`src/logic/vic_pkg.sv`:
```
`default_nettype none
package vic_pkg;

	localparam int          NUM_IRQ_DEF      = 114;
	localparam int          NUM_TRAP         = 7;
	localparam int          VEC_OFFSET       = 8;
	localparam int          TRAP_VEC_FIRST   = 1;
	localparam logic [23:0] TABLE_BASE       = 24'h000004;
	localparam logic [23:0] RESET_ADDR       = 24'h000000;
	localparam logic [3:0]  ENTRY_CYCLES     = 4'h4;
	localparam logic [3:0]  RETURN_CYCLES    = 4'h3;
	localparam logic [3:0]  TRAP_TOP_LEVEL   = 4'hF;

	////////////////////////////////////////////////////////////////////////
	localparam logic [11:0] OFF_FLAG         = 12'h000;
	localparam logic [11:0] OFF_ENABLE       = 12'h040;
	localparam logic [11:0] OFF_PRIO         = 12'h080;
	localparam logic [11:0] OFF_CPU_IPL      = 12'h100;
	localparam logic [11:0] OFF_PENDING      = 12'h104;
	localparam logic [11:0] OFF_IRQ_STATUS   = 12'h108;
	localparam logic [11:0] OFF_IRQ_MASK     = 12'h10C;
	localparam int          PEND_VEC_POS     = 0;
	localparam int          PEND_LEVEL_POS   = 8;
	localparam int          IPL_RW_BITS      = 3;
	localparam int          PRIO_FIELD_STEP  = 4;
	localparam logic [3:0]  IPL_RESET        = 4'h0;
	localparam logic [1:0]  STAT_RESET       = 2'h0;
	localparam int          STAT_ENTRY       = 0;
	localparam int          STAT_RETURN      = 1;
	localparam logic [1:0]  RESP_OKAY        = 2'h0;
	localparam logic [1:0]  RESP_SLVERR      = 2'h2;

	////////////////////////////////////////////////////////////////////////
	typedef struct packed {
		logic        valid;
		logic [11:0] addr;
		logic [31:0] data;
		logic [3:0]  strb;
	} vic_wreq_t;

	typedef struct packed {
		logic        valid;
		logic [6:0]  vector;
		logic [3:0]  level;
		logic [23:0] addr;
	} vic_cpu_req_t;

	typedef enum logic [3:0] {
		ST_IDLE    = 4'h1,
		ST_ENTRY   = 4'h2,
		ST_SERVICE = 4'h4,
		ST_RETURN  = 4'h8
	} vic_state_t;

	////////////////////////////////////////////////////////////////////////
	function automatic logic [23:0] table_addr(input logic [6:0] vec);
		table_addr = TABLE_BASE + {16'h0000, vec, 1'b0};
	endfunction

	// Reserved request numbers carry no bits at all
	function automatic logic is_impl(input int irq);
		is_impl = (irq <= 14) || (irq >= 16 && irq <= 20) || (irq >= 24 && irq <= 38)
			|| (irq == 49) || (irq == 50) || (irq >= 57 && irq <= 58)
			|| (irq >= 65 && irq <= 67) || (irq == 70) || (irq == 77)
			|| (irq >= 94 && irq <= 96);
	endfunction

	function automatic logic [15:0] merge16(input logic [15:0] old_v,
			input logic [31:0] wdata, input logic [3:0] strb);
		merge16 = {strb[1] ? wdata[15:8] : old_v[15:8], strb[0] ? wdata[7:0] : old_v[7:0]};
	endfunction

endpackage
`default_nettype wire

```
`src/logic/vic_axil_slave.sv`:
```
`timescale 1ns/1ps
`default_nettype none
module vic_axil_slave (
	input  wire logic                aclk,
	input  wire logic                aresetn,
	input  wire logic [11:0]         s_axi_awaddr,
	input  wire logic                s_axi_awvalid,
	output logic                     s_axi_awready,
	input  wire logic [31:0]         s_axi_wdata,
	input  wire logic [3:0]          s_axi_wstrb,
	input  wire logic                s_axi_wvalid,
	output logic                     s_axi_wready,
	output logic [1:0]               s_axi_bresp,
	output logic                     s_axi_bvalid,
	input  wire logic                s_axi_bready,
	input  wire logic [11:0]         s_axi_araddr,
	input  wire logic                s_axi_arvalid,
	output logic                     s_axi_arready,
	output logic [31:0]              s_axi_rdata,
	output logic [1:0]               s_axi_rresp,
	output logic                     s_axi_rvalid,
	input  wire logic                s_axi_rready,
	output vic_pkg::vic_wreq_t       wr_req,
	input  wire logic                wr_err,
	output logic [11:0]              rd_addr,
	input  wire logic [31:0]         rd_data,
	input  wire logic                rd_err
);
	import vic_pkg::*;

	logic        aw_held, next_aw_held, w_held, next_w_held;
	logic [11:0] aw_addr, next_aw_addr;
	logic [31:0] w_data, next_w_data;
	logic [3:0]  w_strb, next_w_strb;
	logic        next_bvalid, next_rvalid;
	logic [1:0]  next_bresp, next_rresp;
	logic [31:0] next_rdata;
	logic        wr_fire, rd_fire;

	// Address and data are taken in either order and held until both are in
	assign s_axi_awready = !aw_held && !s_axi_bvalid;
	assign s_axi_wready  = !w_held && !s_axi_bvalid;
	assign s_axi_arready = !s_axi_rvalid;
	assign wr_fire       = aw_held && w_held && !s_axi_bvalid;
	assign rd_fire       = s_axi_arvalid && s_axi_arready;
	assign rd_addr       = s_axi_araddr;
	assign wr_req        = '{valid: wr_fire, addr: aw_addr, data: w_data, strb: w_strb};

	always_comb begin
		next_aw_held = aw_held;
		next_aw_addr = aw_addr;
		next_w_held  = w_held;
		next_w_data  = w_data;
		next_w_strb  = w_strb;
		next_bvalid  = s_axi_bvalid;
		next_bresp   = s_axi_bresp;
		next_rvalid  = s_axi_rvalid;
		next_rresp   = s_axi_rresp;
		next_rdata   = s_axi_rdata;
		if (s_axi_awvalid && s_axi_awready) begin
			next_aw_held = 1'b1;
			next_aw_addr = s_axi_awaddr;
		end
		if (s_axi_wvalid && s_axi_wready) begin
			next_w_held = 1'b1;
			next_w_data = s_axi_wdata;
			next_w_strb = s_axi_wstrb;
		end
		if (wr_fire) begin
			next_aw_held = 1'b0;
			next_w_held  = 1'b0;
			next_bvalid  = 1'b1;
			next_bresp   = wr_err ? RESP_SLVERR : RESP_OKAY;
		end else if (s_axi_bvalid && s_axi_bready) begin
			next_bvalid = 1'b0;
		end
		if (rd_fire) begin
			next_rvalid = 1'b1;
			next_rdata  = rd_data;
			next_rresp  = rd_err ? RESP_SLVERR : RESP_OKAY;
		end else if (s_axi_rvalid && s_axi_rready) begin
			next_rvalid = 1'b0;
		end
	end

	always_ff @(posedge aclk) begin
		if (!aresetn) begin
			aw_held      <= 1'b0;
			aw_addr      <= 12'h000;
			w_held       <= 1'b0;
			w_data       <= 32'h00000000;
			w_strb       <= 4'h0;
			s_axi_bvalid <= 1'b0;
			s_axi_bresp  <= RESP_OKAY;
			s_axi_rvalid <= 1'b0;
			s_axi_rresp  <= RESP_OKAY;
			s_axi_rdata  <= 32'h00000000;
		end else begin
			aw_held      <= next_aw_held;
			aw_addr      <= next_aw_addr;
			w_held       <= next_w_held;
			w_data       <= next_w_data;
			w_strb       <= next_w_strb;
			s_axi_bvalid <= next_bvalid;
			s_axi_bresp  <= next_bresp;
			s_axi_rvalid <= next_rvalid;
			s_axi_rresp  <= next_rresp;
			s_axi_rdata  <= next_rdata;
		end
	end

endmodule
`default_nettype wire

```
`src/logic/vic_resolver.sv`:
```
`timescale 1ns/1ps
`default_nettype none
module vic_resolver #(
	parameter int NUM_IRQ = vic_pkg::NUM_IRQ_DEF
) (
	input  wire logic [NUM_IRQ-1:0]        flag,
	input  wire logic [NUM_IRQ-1:0]        enable,
	input  wire logic [NUM_IRQ-1:0][2:0]   prio,
	input  wire logic [vic_pkg::NUM_TRAP-1:0] trap_flag,
	input  wire logic [3:0]                cpu_priority_level,
	output vic_pkg::vic_cpu_req_t          best
);
	import vic_pkg::*;

	always_comb begin
		best = '{valid: 1'b0, vector: 7'h00, level: 4'h0, addr: RESET_ADDR};
		// Ascending scan with strict compare keeps the lowest vector on a tie
		for (int k = 0; k < NUM_TRAP; k++) begin
			if (trap_flag[k] && (!best.valid || 4'(TRAP_TOP_LEVEL - 4'(k)) > best.level)) begin
				best.valid  = 1'b1;
				best.vector = 7'(TRAP_VEC_FIRST + k);
				best.level  = 4'(TRAP_TOP_LEVEL - 4'(k));
			end
		end
		for (int i = 0; i < NUM_IRQ; i++) begin
			if (is_impl(i) && flag[i] && enable[i] && ({1'b0, prio[i]} > cpu_priority_level)
					&& (!best.valid || {1'b0, prio[i]} > best.level)) begin
				best.valid  = 1'b1;
				best.vector = 7'(i + VEC_OFFSET);
				best.level  = {1'b0, prio[i]};
			end
		end
		best.addr = table_addr(best.vector);
	end

endmodule
`default_nettype wire

```
`src/logic/vic_top.sv`:
```
// Register access over AXI4-Lite and the placing of the registers were chosen for this implementation.
`timescale 1ns/1ps
`default_nettype none
module vic_top #(
	parameter int NUM_IRQ = vic_pkg::NUM_IRQ_DEF
) (
	input  wire logic                      aclk,
	input  wire logic                      aresetn,
	input  wire logic [11:0]               s_axi_awaddr,
	input  wire logic                      s_axi_awvalid,
	output logic                           s_axi_awready,
	input  wire logic [31:0]               s_axi_wdata,
	input  wire logic [3:0]                s_axi_wstrb,
	input  wire logic                      s_axi_wvalid,
	output logic                           s_axi_wready,
	output logic [1:0]                     s_axi_bresp,
	output logic                           s_axi_bvalid,
	input  wire logic                      s_axi_bready,
	input  wire logic [11:0]               s_axi_araddr,
	input  wire logic                      s_axi_arvalid,
	output logic                           s_axi_arready,
	output logic [31:0]                    s_axi_rdata,
	output logic [1:0]                     s_axi_rresp,
	output logic                           s_axi_rvalid,
	input  wire logic                      s_axi_rready,
	input  wire logic [NUM_IRQ-1:0]        src_req,
	input  wire logic                      ext_irq_0,
	input  wire logic [vic_pkg::NUM_TRAP-1:0] trap_req,
	input  wire logic                      cpu_ack,
	input  wire logic                      cpu_return,
	output vic_pkg::vic_cpu_req_t          cpu_req,
	output logic                           fetch_valid,
	output logic [23:0]                    fetch_addr,
	output logic                           return_done,
	output logic                           irq
);
	import vic_pkg::*;

	localparam int FLAG_WORDS = (NUM_IRQ + 15) / 16;
	localparam int PRIO_WORDS = (NUM_IRQ + 3) / 4;

	////////////////////////////////////////////////////////////////////////
	vic_wreq_t                  wr_req;
	logic                       wr_err;
	logic [11:0]                rd_addr;
	logic [31:0]                rd_data;
	logic                       rd_err;
	logic [NUM_IRQ-1:0]         flag, next_flag, enable, next_enable;
	logic [NUM_IRQ-1:0][2:0]    prio, next_prio;
	logic [NUM_TRAP-1:0]        trap_flag, next_trap_flag;
	logic [3:0]                 cpu_priority_level, next_ipl, saved_ipl, next_saved_ipl;
	logic [6:0]                 pend_vec, next_pend_vec;
	logic [3:0]                 pend_level, next_pend_level;
	logic [1:0]                 stat, next_stat, mask, next_mask;
	vic_state_t                 state, next_state;
	logic [3:0]                 cnt, next_cnt;
	logic                       next_fetch_valid, next_return_done;
	logic [23:0]                next_fetch_addr;
	logic                       ext_meta, ext_sync, ext_prev;
	vic_cpu_req_t               best;
	logic [NUM_IRQ-1:0]         set_vec;
	logic                       take;

	////////////////////////////////////////////////////////////////////////
	vic_axil_slave u_bus (
		.aclk          (aclk),
		.aresetn       (aresetn),
		.s_axi_awaddr  (s_axi_awaddr),
		.s_axi_awvalid (s_axi_awvalid),
		.s_axi_awready (s_axi_awready),
		.s_axi_wdata   (s_axi_wdata),
		.s_axi_wstrb   (s_axi_wstrb),
		.s_axi_wvalid  (s_axi_wvalid),
		.s_axi_wready  (s_axi_wready),
		.s_axi_bresp   (s_axi_bresp),
		.s_axi_bvalid  (s_axi_bvalid),
		.s_axi_bready  (s_axi_bready),
		.s_axi_araddr  (s_axi_araddr),
		.s_axi_arvalid (s_axi_arvalid),
		.s_axi_arready (s_axi_arready),
		.s_axi_rdata   (s_axi_rdata),
		.s_axi_rresp   (s_axi_rresp),
		.s_axi_rvalid  (s_axi_rvalid),
		.s_axi_rready  (s_axi_rready),
		.wr_req        (wr_req),
		.wr_err        (wr_err),
		.rd_addr       (rd_addr),
		.rd_data       (rd_data),
		.rd_err        (rd_err)
	);

	vic_resolver #(.NUM_IRQ(NUM_IRQ)) u_res (
		.flag      (flag),
		.enable    (enable),
		.prio      (prio),
		.trap_flag (trap_flag),
		.cpu_priority_level       (cpu_priority_level),
		.best      (best)
	);

	////////////////////////////////////////////////////////////////////////
	// Address classification shared by the read and write paths
	function automatic logic addr_ok(input logic [11:0] a);
		addr_ok = (a >= OFF_FLAG && a < OFF_FLAG + 12'(4 * FLAG_WORDS))
			|| (a >= OFF_ENABLE && a < OFF_ENABLE + 12'(4 * FLAG_WORDS))
			|| (a >= OFF_PRIO && a < OFF_PRIO + 12'(4 * PRIO_WORDS))
			|| (a == OFF_CPU_IPL) || (a == OFF_PENDING)
			|| (a == OFF_IRQ_STATUS) || (a == OFF_IRQ_MASK);
	endfunction

	assign wr_err = !addr_ok(wr_req.addr);
	assign rd_err = !addr_ok(rd_addr);

	always_comb begin
		int widx;
		widx = 0;
		rd_data = 32'h00000000;
		if (rd_addr >= OFF_FLAG && rd_addr < OFF_FLAG + 12'(4 * FLAG_WORDS)) begin
			widx = int'((rd_addr - OFF_FLAG) >> 2);
			for (int i = 0; i < NUM_IRQ; i++) begin
				if (i / 16 == widx) rd_data[i % 16] = flag[i] & is_impl(i);
			end
		end else if (rd_addr >= OFF_ENABLE && rd_addr < OFF_ENABLE + 12'(4 * FLAG_WORDS)) begin
			widx = int'((rd_addr - OFF_ENABLE) >> 2);
			for (int i = 0; i < NUM_IRQ; i++) begin
				if (i / 16 == widx) rd_data[i % 16] = enable[i] & is_impl(i);
			end
		end else if (rd_addr >= OFF_PRIO && rd_addr < OFF_PRIO + 12'(4 * PRIO_WORDS)) begin
			widx = int'((rd_addr - OFF_PRIO) >> 2);
			for (int i = 0; i < NUM_IRQ; i++) begin
				if (i / 4 == widx && is_impl(i)) begin
					rd_data[(i % 4) * PRIO_FIELD_STEP +: 3] = prio[i];
				end
			end
		end else if (rd_addr == OFF_CPU_IPL) begin
			rd_data[3:0] = cpu_priority_level;
		end else if (rd_addr == OFF_PENDING) begin
			rd_data[PEND_VEC_POS +: 7]   = pend_vec;
			rd_data[PEND_LEVEL_POS +: 4] = pend_level;
		end else if (rd_addr == OFF_IRQ_STATUS) begin
			rd_data[1:0] = stat;
		end else if (rd_addr == OFF_IRQ_MASK) begin
			rd_data[1:0] = mask;
		end
	end

	////////////////////////////////////////////////////////////////////////
	// Pin input: second stage feeds the edge detector, never the first
	always_ff @(posedge aclk) begin
		if (!aresetn) begin
			ext_meta <= 1'b0;
			ext_sync <= 1'b0;
			ext_prev <= 1'b0;
		end else begin
			ext_meta <= ext_irq_0;
			ext_sync <= ext_meta;
			ext_prev <= ext_sync;
		end
	end

	always_comb begin
		set_vec    = src_req;
		set_vec[0] = src_req[0] | (ext_sync & ~ext_prev);
	end

	assign take = (state == ST_IDLE) && best.valid && cpu_ack;

	////////////////////////////////////////////////////////////////////////
	always_comb begin
		logic [15:0] m;
		int          widx;
		m                = 16'h0000;
		widx             = 0;
		next_flag        = flag;
		next_enable      = enable;
		next_prio        = prio;
		next_ipl         = cpu_priority_level;
		next_mask        = mask;
		next_stat        = stat;
		next_trap_flag   = trap_flag;
		next_saved_ipl   = saved_ipl;
		next_pend_vec    = pend_vec;
		next_pend_level  = pend_level;
		next_state       = state;
		next_cnt         = cnt;
		next_fetch_valid = 1'b0;
		next_return_done = 1'b0;
		next_fetch_addr  = fetch_addr;
		if (wr_req.valid) begin
			if (wr_req.addr >= OFF_FLAG && wr_req.addr < OFF_FLAG + 12'(4 * FLAG_WORDS)) begin
				widx = int'((wr_req.addr - OFF_FLAG) >> 2);
				for (int b = 0; b < 16; b++) begin
					if (widx * 16 + b < NUM_IRQ) m[b] = flag[widx * 16 + b];
				end
				m = merge16(m, wr_req.data, wr_req.strb);
				for (int i = 0; i < NUM_IRQ; i++) begin
					if (i / 16 == widx) next_flag[i] = m[i % 16];
				end
			end else if (wr_req.addr >= OFF_ENABLE
					&& wr_req.addr < OFF_ENABLE + 12'(4 * FLAG_WORDS)) begin
				widx = int'((wr_req.addr - OFF_ENABLE) >> 2);
				for (int b = 0; b < 16; b++) begin
					if (widx * 16 + b < NUM_IRQ) m[b] = enable[widx * 16 + b];
				end
				m = merge16(m, wr_req.data, wr_req.strb);
				for (int i = 0; i < NUM_IRQ; i++) begin
					if (i / 16 == widx) next_enable[i] = m[i % 16];
				end
			end else if (wr_req.addr >= OFF_PRIO && wr_req.addr < OFF_PRIO + 12'(4 * PRIO_WORDS)) begin
				widx = int'((wr_req.addr - OFF_PRIO) >> 2);
				for (int i = 0; i < NUM_IRQ; i++) begin
					if (i / 4 == widx) m[(i % 4) * PRIO_FIELD_STEP +: 3] = prio[i];
				end
				m = merge16(m, wr_req.data, wr_req.strb);
				for (int i = 0; i < NUM_IRQ; i++) begin
					if (i / 4 == widx) next_prio[i] = m[(i % 4) * PRIO_FIELD_STEP +: 3];
				end
			end else if (wr_req.addr == OFF_CPU_IPL) begin
				if (wr_req.strb[0]) next_ipl[IPL_RW_BITS-1:0] = wr_req.data[IPL_RW_BITS-1:0];
			end else if (wr_req.addr == OFF_IRQ_STATUS) begin
				if (wr_req.strb[0]) next_stat = stat & ~wr_req.data[1:0];
			end else if (wr_req.addr == OFF_IRQ_MASK) begin
				if (wr_req.strb[0]) next_mask = wr_req.data[1:0];
			end
		end
		// Source events win over a software clear in the same cycle
		next_flag = next_flag | set_vec;
		for (int i = 0; i < NUM_IRQ; i++) begin
			if (!is_impl(i)) begin
				next_flag[i]   = 1'b0;
				next_enable[i] = 1'b0;
				next_prio[i]   = 3'h0;
			end
		end
		// Entry and return sequencing, fixed length for every source
		case (state)
			ST_IDLE: begin
				if (take) begin
					next_pend_vec   = best.vector;
					next_pend_level = best.level;
					next_saved_ipl  = cpu_priority_level;
					next_ipl        = best.level;
					next_fetch_addr = best.addr;
					next_cnt        = ENTRY_CYCLES - 4'h1;
					next_state      = ST_ENTRY;
					for (int k = 0; k < NUM_TRAP; k++) begin
						if (best.vector == 7'(TRAP_VEC_FIRST + k)) next_trap_flag[k] = 1'b0;
					end
				end
			end
			ST_ENTRY: begin
				if (cnt == 4'h0) begin
					next_fetch_valid = 1'b1;
					next_stat[STAT_ENTRY] = 1'b1;
					next_state       = ST_SERVICE;
				end else begin
					next_cnt = cnt - 4'h1;
				end
			end
			ST_SERVICE: begin
				if (cpu_return) begin
					next_cnt   = RETURN_CYCLES - 4'h1;
					next_state = ST_RETURN;
				end
			end
			ST_RETURN: begin
				if (cnt == 4'h0) begin
					next_ipl         = saved_ipl;
					next_return_done = 1'b1;
					next_stat[STAT_RETURN] = 1'b1;
					next_state       = ST_IDLE;
				end else begin
					next_cnt = cnt - 4'h1;
				end
			end
			default: next_state = ST_IDLE;
		endcase
		next_trap_flag = next_trap_flag | trap_req;
	end

	// Reset clears everything, puts the state in ST_IDLE and points the fetch address at zero
	always_ff @(posedge aclk) begin
		if (!aresetn) begin
			flag        <= '0;
			enable      <= '0;
			prio        <= '0;
			trap_flag   <= '0;
			cpu_priority_level         <= IPL_RESET;
			saved_ipl   <= IPL_RESET;
			pend_vec    <= 7'h00;
			pend_level  <= 4'h0;
			stat        <= STAT_RESET;
			mask        <= STAT_RESET;
			state       <= ST_IDLE;
			cnt         <= 4'h0;
			fetch_valid <= 1'b0;
			fetch_addr  <= RESET_ADDR;
			return_done <= 1'b0;
		end else begin
			flag        <= next_flag;
			enable      <= next_enable;
			prio        <= next_prio;
			trap_flag   <= next_trap_flag;
			cpu_priority_level         <= next_ipl;
			saved_ipl   <= next_saved_ipl;
			pend_vec    <= next_pend_vec;
			pend_level  <= next_pend_level;
			stat        <= next_stat;
			mask        <= next_mask;
			state       <= next_state;
			cnt         <= next_cnt;
			fetch_valid <= next_fetch_valid;
			fetch_addr  <= next_fetch_addr;
			return_done <= next_return_done;
		end
	end

	////////////////////////////////////////////////////////////////////////
	// Single request line; held off while a sequence is in progress
	always_comb begin
		cpu_req       = best;
		cpu_req.valid = best.valid && (state == ST_IDLE);
	end

	assign irq = |(stat & mask);

endmodule
`default_nettype wire

```
`config.mk`:
```
export PLATFORM = sky130hd
export DESIGN_NAME = vic_top
export DESIGN_NICKNAME = d
export VERILOG_FILES = /design/src/logic/vic_pkg.sv /design/src/logic/vic_axil_slave.sv /design/src/logic/vic_resolver.sv /design/src/logic/vic_top.sv
export SDC_FILE = /design/constraint.sdc
export NUM_CORES = 1
export LEC_CHECK = 0
export BUFFER_PORTS_ARGS = -buffer_cell sky130_fd_sc_hd__buf_2
export CAP_MARGIN = 25
export CORE_ASPECT_RATIO = 0.8
export CORE_UTILIZATION = 30
export CTS_CLUSTER_SIZE = 10
export DETAILED_ROUTE_END_ITERATION = 7
export SLEW_MARGIN = 5
export SYNTH_ARGS = -nofsm -noshare
export SYNTH_HDL_FRONTEND = slang
export SYNTH_SLANG_ARGS = --single-unit
```
`constraint.sdc`:
```
create_clock -name aclk -period 89.4 [get_ports aclk]
set_clock_uncertainty 0.2 [all_clocks]
set_input_delay 8.94 -clock aclk [delete_from_list [all_inputs] [get_ports aclk]]
set_output_delay 8.94 -clock aclk [all_outputs]
set_load 0.005 [all_outputs]
```
### Yosys cells after proc, flatten, opt, wreduce, memory -nomap -nowiden

Cells that the tools add are included.

| word-level totals | value |
|---|---|
| bits in registers | 423 |
| input port bits | 191 |
| output and inout port bits | 104 |
| word-level logic and storage cells | 1,466 |

| cells by class | value |
|---|---|
| add/subtract/negate cells | 36 |
| order comparisons | 176 |
| eq/ne operators | 94 |
| mux-type cells | 733 |
| bitwise logic cells | 14 |
| reduce and logical (&&, ||, !) cells | 331 |

Operators by type and width:

| cell | count |
|---|---|
| $mux 12 | 54 |
| $mux 3 | 168 |
| $lt 32x8->1 const B | 15 |
| $mux 1 | 438 |
| $gt 3x4->1 | 94 |
| $lt 15x8->1 const B | 16 |
| $lt 16x8->1 const B | 15 |
| $lt 16x9->1 const B | 15 |
| $bmux 1 s7 | 30 |
| $eq 6x11->1 const A | 18 |
| $mux 97 | 2 |
| $logic_not 32->1 | 6 |
| $eq 4x11->1 const A | 15 |
| $logic_and 1x1->1 | 164 |
| $eq 5x11->1 const A | 12 |
| $add 15x5->16 const B | 8 |
| $add 14x4->15 const B | 8 |
| $or 97x97->97 | 1 |
| $eq 12x9->1 const B | 8 |
| $eq 3x11->1 const A | 8 |
| $reduce_and 5->1 | 17 |
| $eq 4x10->1 const A | 7 |
| $logic_or 1x1->1 | 65 |
| $add 15x4->16 const B | 4 |
| other kinds (55) | 196 |

### Depth between registers and ports, before layout

| logic depth | value |
|---|---|
| depth in word-level cells | 218 |
| mapped depth | 420 |
| depth with buffers taken out | 413 |

### Cells and area by module

From an unflattened synthesis, not the netlist that was laid out.

| unflattened totals | value |
|---|---|
| cell total of the unflattened synthesis | 4,326 |
| area, all modules | 32,815.2 sq um |

Modules (own cells, without submodules):

| module | times used | cells each | area each (sq um) |
|---|---|---|---|
| vic_top | 1 | 2,269 | 17,548.1 |
| vic_resolver | 1 | 1,659 | 11,959.0 |
| vic_axil_slave | 1 | 398 | 3,308.2 |

### Worst setup path after synthesis

OpenSTA, ideal clock, no wires.

| timing | value |
|---|---|
| path type | reg2out |
| start | register cpu_priority_level[0] |
| end | output cpu_req[6] (netlist bit) |
| arrival | 65,487 ps |
| setup slack | 14,773 ps |
| cell stages (with the launch flop) | 382 |
| path buffers | 9 |
| cell sequence | dfxtp_1 -> ha_1 -> a31oi_1 -> a41o_1 -> inv_1 -> ha_1 -> a211oi_1 -> o211a_1 -> nor3_1 -> or2_2 -> ha_1 -> nor2b_1 -> o21ai_0 -> a32oi_1 -> o21a_1 -> o31ai_1 -> inv_1 -> ha_1 -> [346 not listed] -> a311oi_1 -> o21ai_1 -> buf_2 -> mux2_2 -> o21ba_2 -> ha_1 -> a21o_1 -> a21oi_1 -> a311oi_1 -> nor2_1 -> nor2_1 -> or2_2 -> inv_1 -> ha_1 -> inv_1 -> nor3_1 -> xor2_1 -> nand2_1 |

RTL lines:

| item | RTL line | RTL |
|---|---|---|
| from (decl) | vic_top.sv:51 | `logic [3:0] cpu_priority_level, next_ipl, saved_ipl, next_saved_ipl;` |
| from (signal assigned) | vic_top.sv:304 | `cpu_priority_level <= next_ipl;` |
| to (decl) | vic_top.sv:31 | `output vic_pkg::vic_cpu_req_t cpu_req,` |

==> flow_metrics.py <==
metrics = {
    "placement": {
        "hpwl_um": 111000,
        "pre_cts_slack_ps": 2140,
        "placedCellCount": 5318,
        "gp_congestion": 1.03,
        "io_buffer_count": 158,
    },
    "cts": {
        "postCtsHoldBufs": 0,
        "cts_buffer_depth": 3,
        "path_clk_slew_ps": 60,
        "cts_made_buffers": 42,
        "clkSinkCount": 337,
        "htreeDepth": 2,
        "cts_tree": "yes",
        "cts_root_buf": "clkbuf_16",
        "clk_latency_ps": 630,
    },
    "grt": {
        "grt_max_degree": 178,
        "met2_usage": 0.383,
        "antenna_found_initial": 11,
        "grt_pass1_wl_um": 203000,
        "grt_pass1_vias": 29400,
        "grt.overflow.total": 0,
        "grt_use_total": 0.272,
        "grt-busiest-layer": "met1",
        "grtUsageMet3": 0.0789,
        "use_met1": 0.384,
    },
    "setup_path": {
        "critPathCapture": "cpu_req[6]",
        "cp_max_fo": 11,
        "path_depth": 370,
        "cpMostUsedCell": "ha_1",
        "reg2reg_depth": 369,
        "crit_start": "trap_flag[0]",
        "reg2reg_slack_ps": 14320,
        "r2r-end": "fetch_addr[6]",
        "worst_ep_arrival_time_ps": 75470,
        "slowest_delay_ps": 720,
        "worstSetupPathType": "register to output port",
        "r2r-start": "trap_flag[0]",
        "crit_path_top_delay_cell": "o31ai_1",
        "critPathTopFamily": "compound AO/OA/AOI/OAI gates",
        "required_ps": 80260,
        "cp-start-kind": "register",
        "crit_buf_inv": 24,
        "crit_path_end_kind": "output port",
    },
    "final_layout": {
        "syn2layout_area_growth_pct": 13.2,
        "drive_gt1_frac": 0.115,
        "mostFrequentLayoutCell": "nor2_1",
        "fin_util": 0.344,
        "nets": 4566,
        "instances_no_fill": 5401,
        "layout_common_cells": "nor2_1 (551), nand2_1 (366), a21oi_1 (344)",
    },
    "timing": {
        "setup_violations": 0,
        "post-route-min-period_ps": 84610,
        "period_share": 0.946,
        "tightest_slew_ps": 1260,
        "max_freq_ghz": 0.0118,
        "holdWs_ps": 237,
        "fin_ws_ps": 4790,
        "hold_violations": 0,
        "drv_slew": 0,
        "relSlewSlack": 0.157,
    },
    "route": {
        "via_count": 33000,
        "wl_um": 141000,
        "drtAntennaViolNets": 0,
        "viasPerCell": 6.11,
        "first_pass_iters": 6,
        "drt_iter0_drc": 4975,
        "wire_per_inst_um": 26.1,
        "remaining_drc_errors": 0,
    },
    "logic_synthesis": {
        "synth_edf_count": 0,
        "syn_avg_cell_area_sq_um": 7.40,
        "synth_top_area_share": 0.230,
        "syn_inst": 3973,
        "ys_seq_elements": 337,
        "yosysSeqAreaShare": 0.230,
        "synthDistinctLibCells": 100,
        "synth_largest_area_cell": "dfxtp_1",
        "synth-main-ff-cell": "dfxtp_1",
        "synthTopCellsByArea": "dfxtp_1 (23%), ha_1 (12%), nor2_1 (7.2%)",
        "yosys_warnings": 0,
        "async_reset_ff_frac": 0,
        "syn_area_sq_um": 29400,
    },
    "job": {
        "cap_viol_max_count": 0,
    },
    "worst_hold_path": {
        "hp-class": "register to register",
    },
    "floorplan": {
        "die-height_um": 282,
        "dieArea_sq_um": 99200,
        "rows": 102,
        "initial_core_util": 0.303,
        "dieWidth_um": 352,
        "core_sq_um": 96900,
        "pin_count": 295,
    },
    "pwr": {
        "totalPowerFinal_mw": 0.449,
        "combinationalPowerShare": 0.265,
        "leakagePower_nw": 13.1,
        "p_sw_mw": 0.157,
        "seqPwrFrac": 0.366,
        "ir_drop_v": 0.0000140,
        "p_sw_frac": 0.349,
        "p_per_area_nw_per_um2": 13.5,
        "clkPwrFrac": 0.369,
        "intPower_mw": 0.292,
    },
    "outcome": {
        "status": "complete, no violations",
    },
}
-- area by class of cell --
cell class	count	area [sq um]
fillers	10400	63600
multi-input cells	3282	21500
flip-flops and latches	337	6750
well taps	1300	1630
repair buffers	250	1520
clock buffers	54	1160
inverters	169	642
clock inverters	7	128
diodes	2	5.00
-- metrics by stage --
step / setup TNS, ps / area, sq um
after CTS: 0 / 32800
after global routing: -192 / 33300
final: 0 / 33300
after detailed placement: 0 / 31500
after floorplan: 0 / 29600
after global placement: 0 / 31500
-- state kept, by name, indices dropped and copies added (netlist names), 7 cells and up --
register and cells:
enable 47, fetch_addr 7, flag 47, pend_vec 7
prio 141, trap_flag 7, u_bus.aw_addr 12, u_bus.s_axi_rdata 16
u_bus.w_data 16
-- synth_stat cells (all sizes together) (82+ instances only) --
| master | number |
|---|---|
| inv | 168 |
| dfxtp | 337 |
| nand2 | 366 |
| nand3 | 94 |
| a21oi | 354 |
| a31oi | 83 |
| a22oi | 82 |
| clkbuf | 165 |
| nor2 | 563 |
| a211oi | 161 |
| ha | 293 |
| o21ai | 256 |
-- layer usage --
layer	routed length, um	up-vias
li1	-	14900
met1	60700	15700
met2	55700	2070
met3	18300	315
met4	6060	16
met5	178	-
-- logic make-up after synthesis --
kind of cell,count (synthesis),synth area share
other,1,0.000128
adders and majority gates,293,0.125
and+or+nand+nor,1458,0.234
buffers and inverters,404,0.0586
DFF,337,0.230
muxes,114,0.0439
AOI/OAI and AO/OA,1354,0.305
xor gates and xnor gates,12,0.00358
-- repair_timing --
action,CTS,global route
setup endpoints to repair,0,17
resized for setup,0,67
setup buffers,0,12
-- how the worst min path moves through the flow --
stage,start,end,slack (ps),depth (start not counted)
2_1_floorplan,ext_meta,ext_sync,210,1
3_3_place_gp,ext_meta,ext_sync,220,1
3_5_place_dp,ext_meta,ext_sync,230,1
4_1_cts,ext_meta,ext_sync,240,1
5_1_grt,ext_meta,ext_sync,250,1
6_report,ext_meta,ext_sync,240,1
-- power by group through the flow --
| stage | registers (mW) | clock network, mW | logic [mW] |
|---|---|---|---|
| after floorplan | 0.163 | 0 | 0.0798 |
| after global placement | 0.167 | 0 | 0.112 |
| after detailed placement | 0.167 | 0 | 0.114 |
| after CTS | 0.164 | 0.167 | 0.115 |
| after global routing | 0.165 | 0.173 | 0.131 |
| final | 0.164 | 0.166 | 0.119 |
-- worst reg2reg max path: cells and delay by family, from the launching register on --
family	cells	cell delay, ps
buffers and inverters	23	2410
flip-flops	1	390
AND/OR/NAND/NOR	83	15780
XOR/XNOR	1	210
multiplexers	11	3750
AO/OA/AOI/OAI	204	39860
adder cells (fa/ha/maj)	47	12450
No activity file was read; power rests on OpenSTA's default activity.
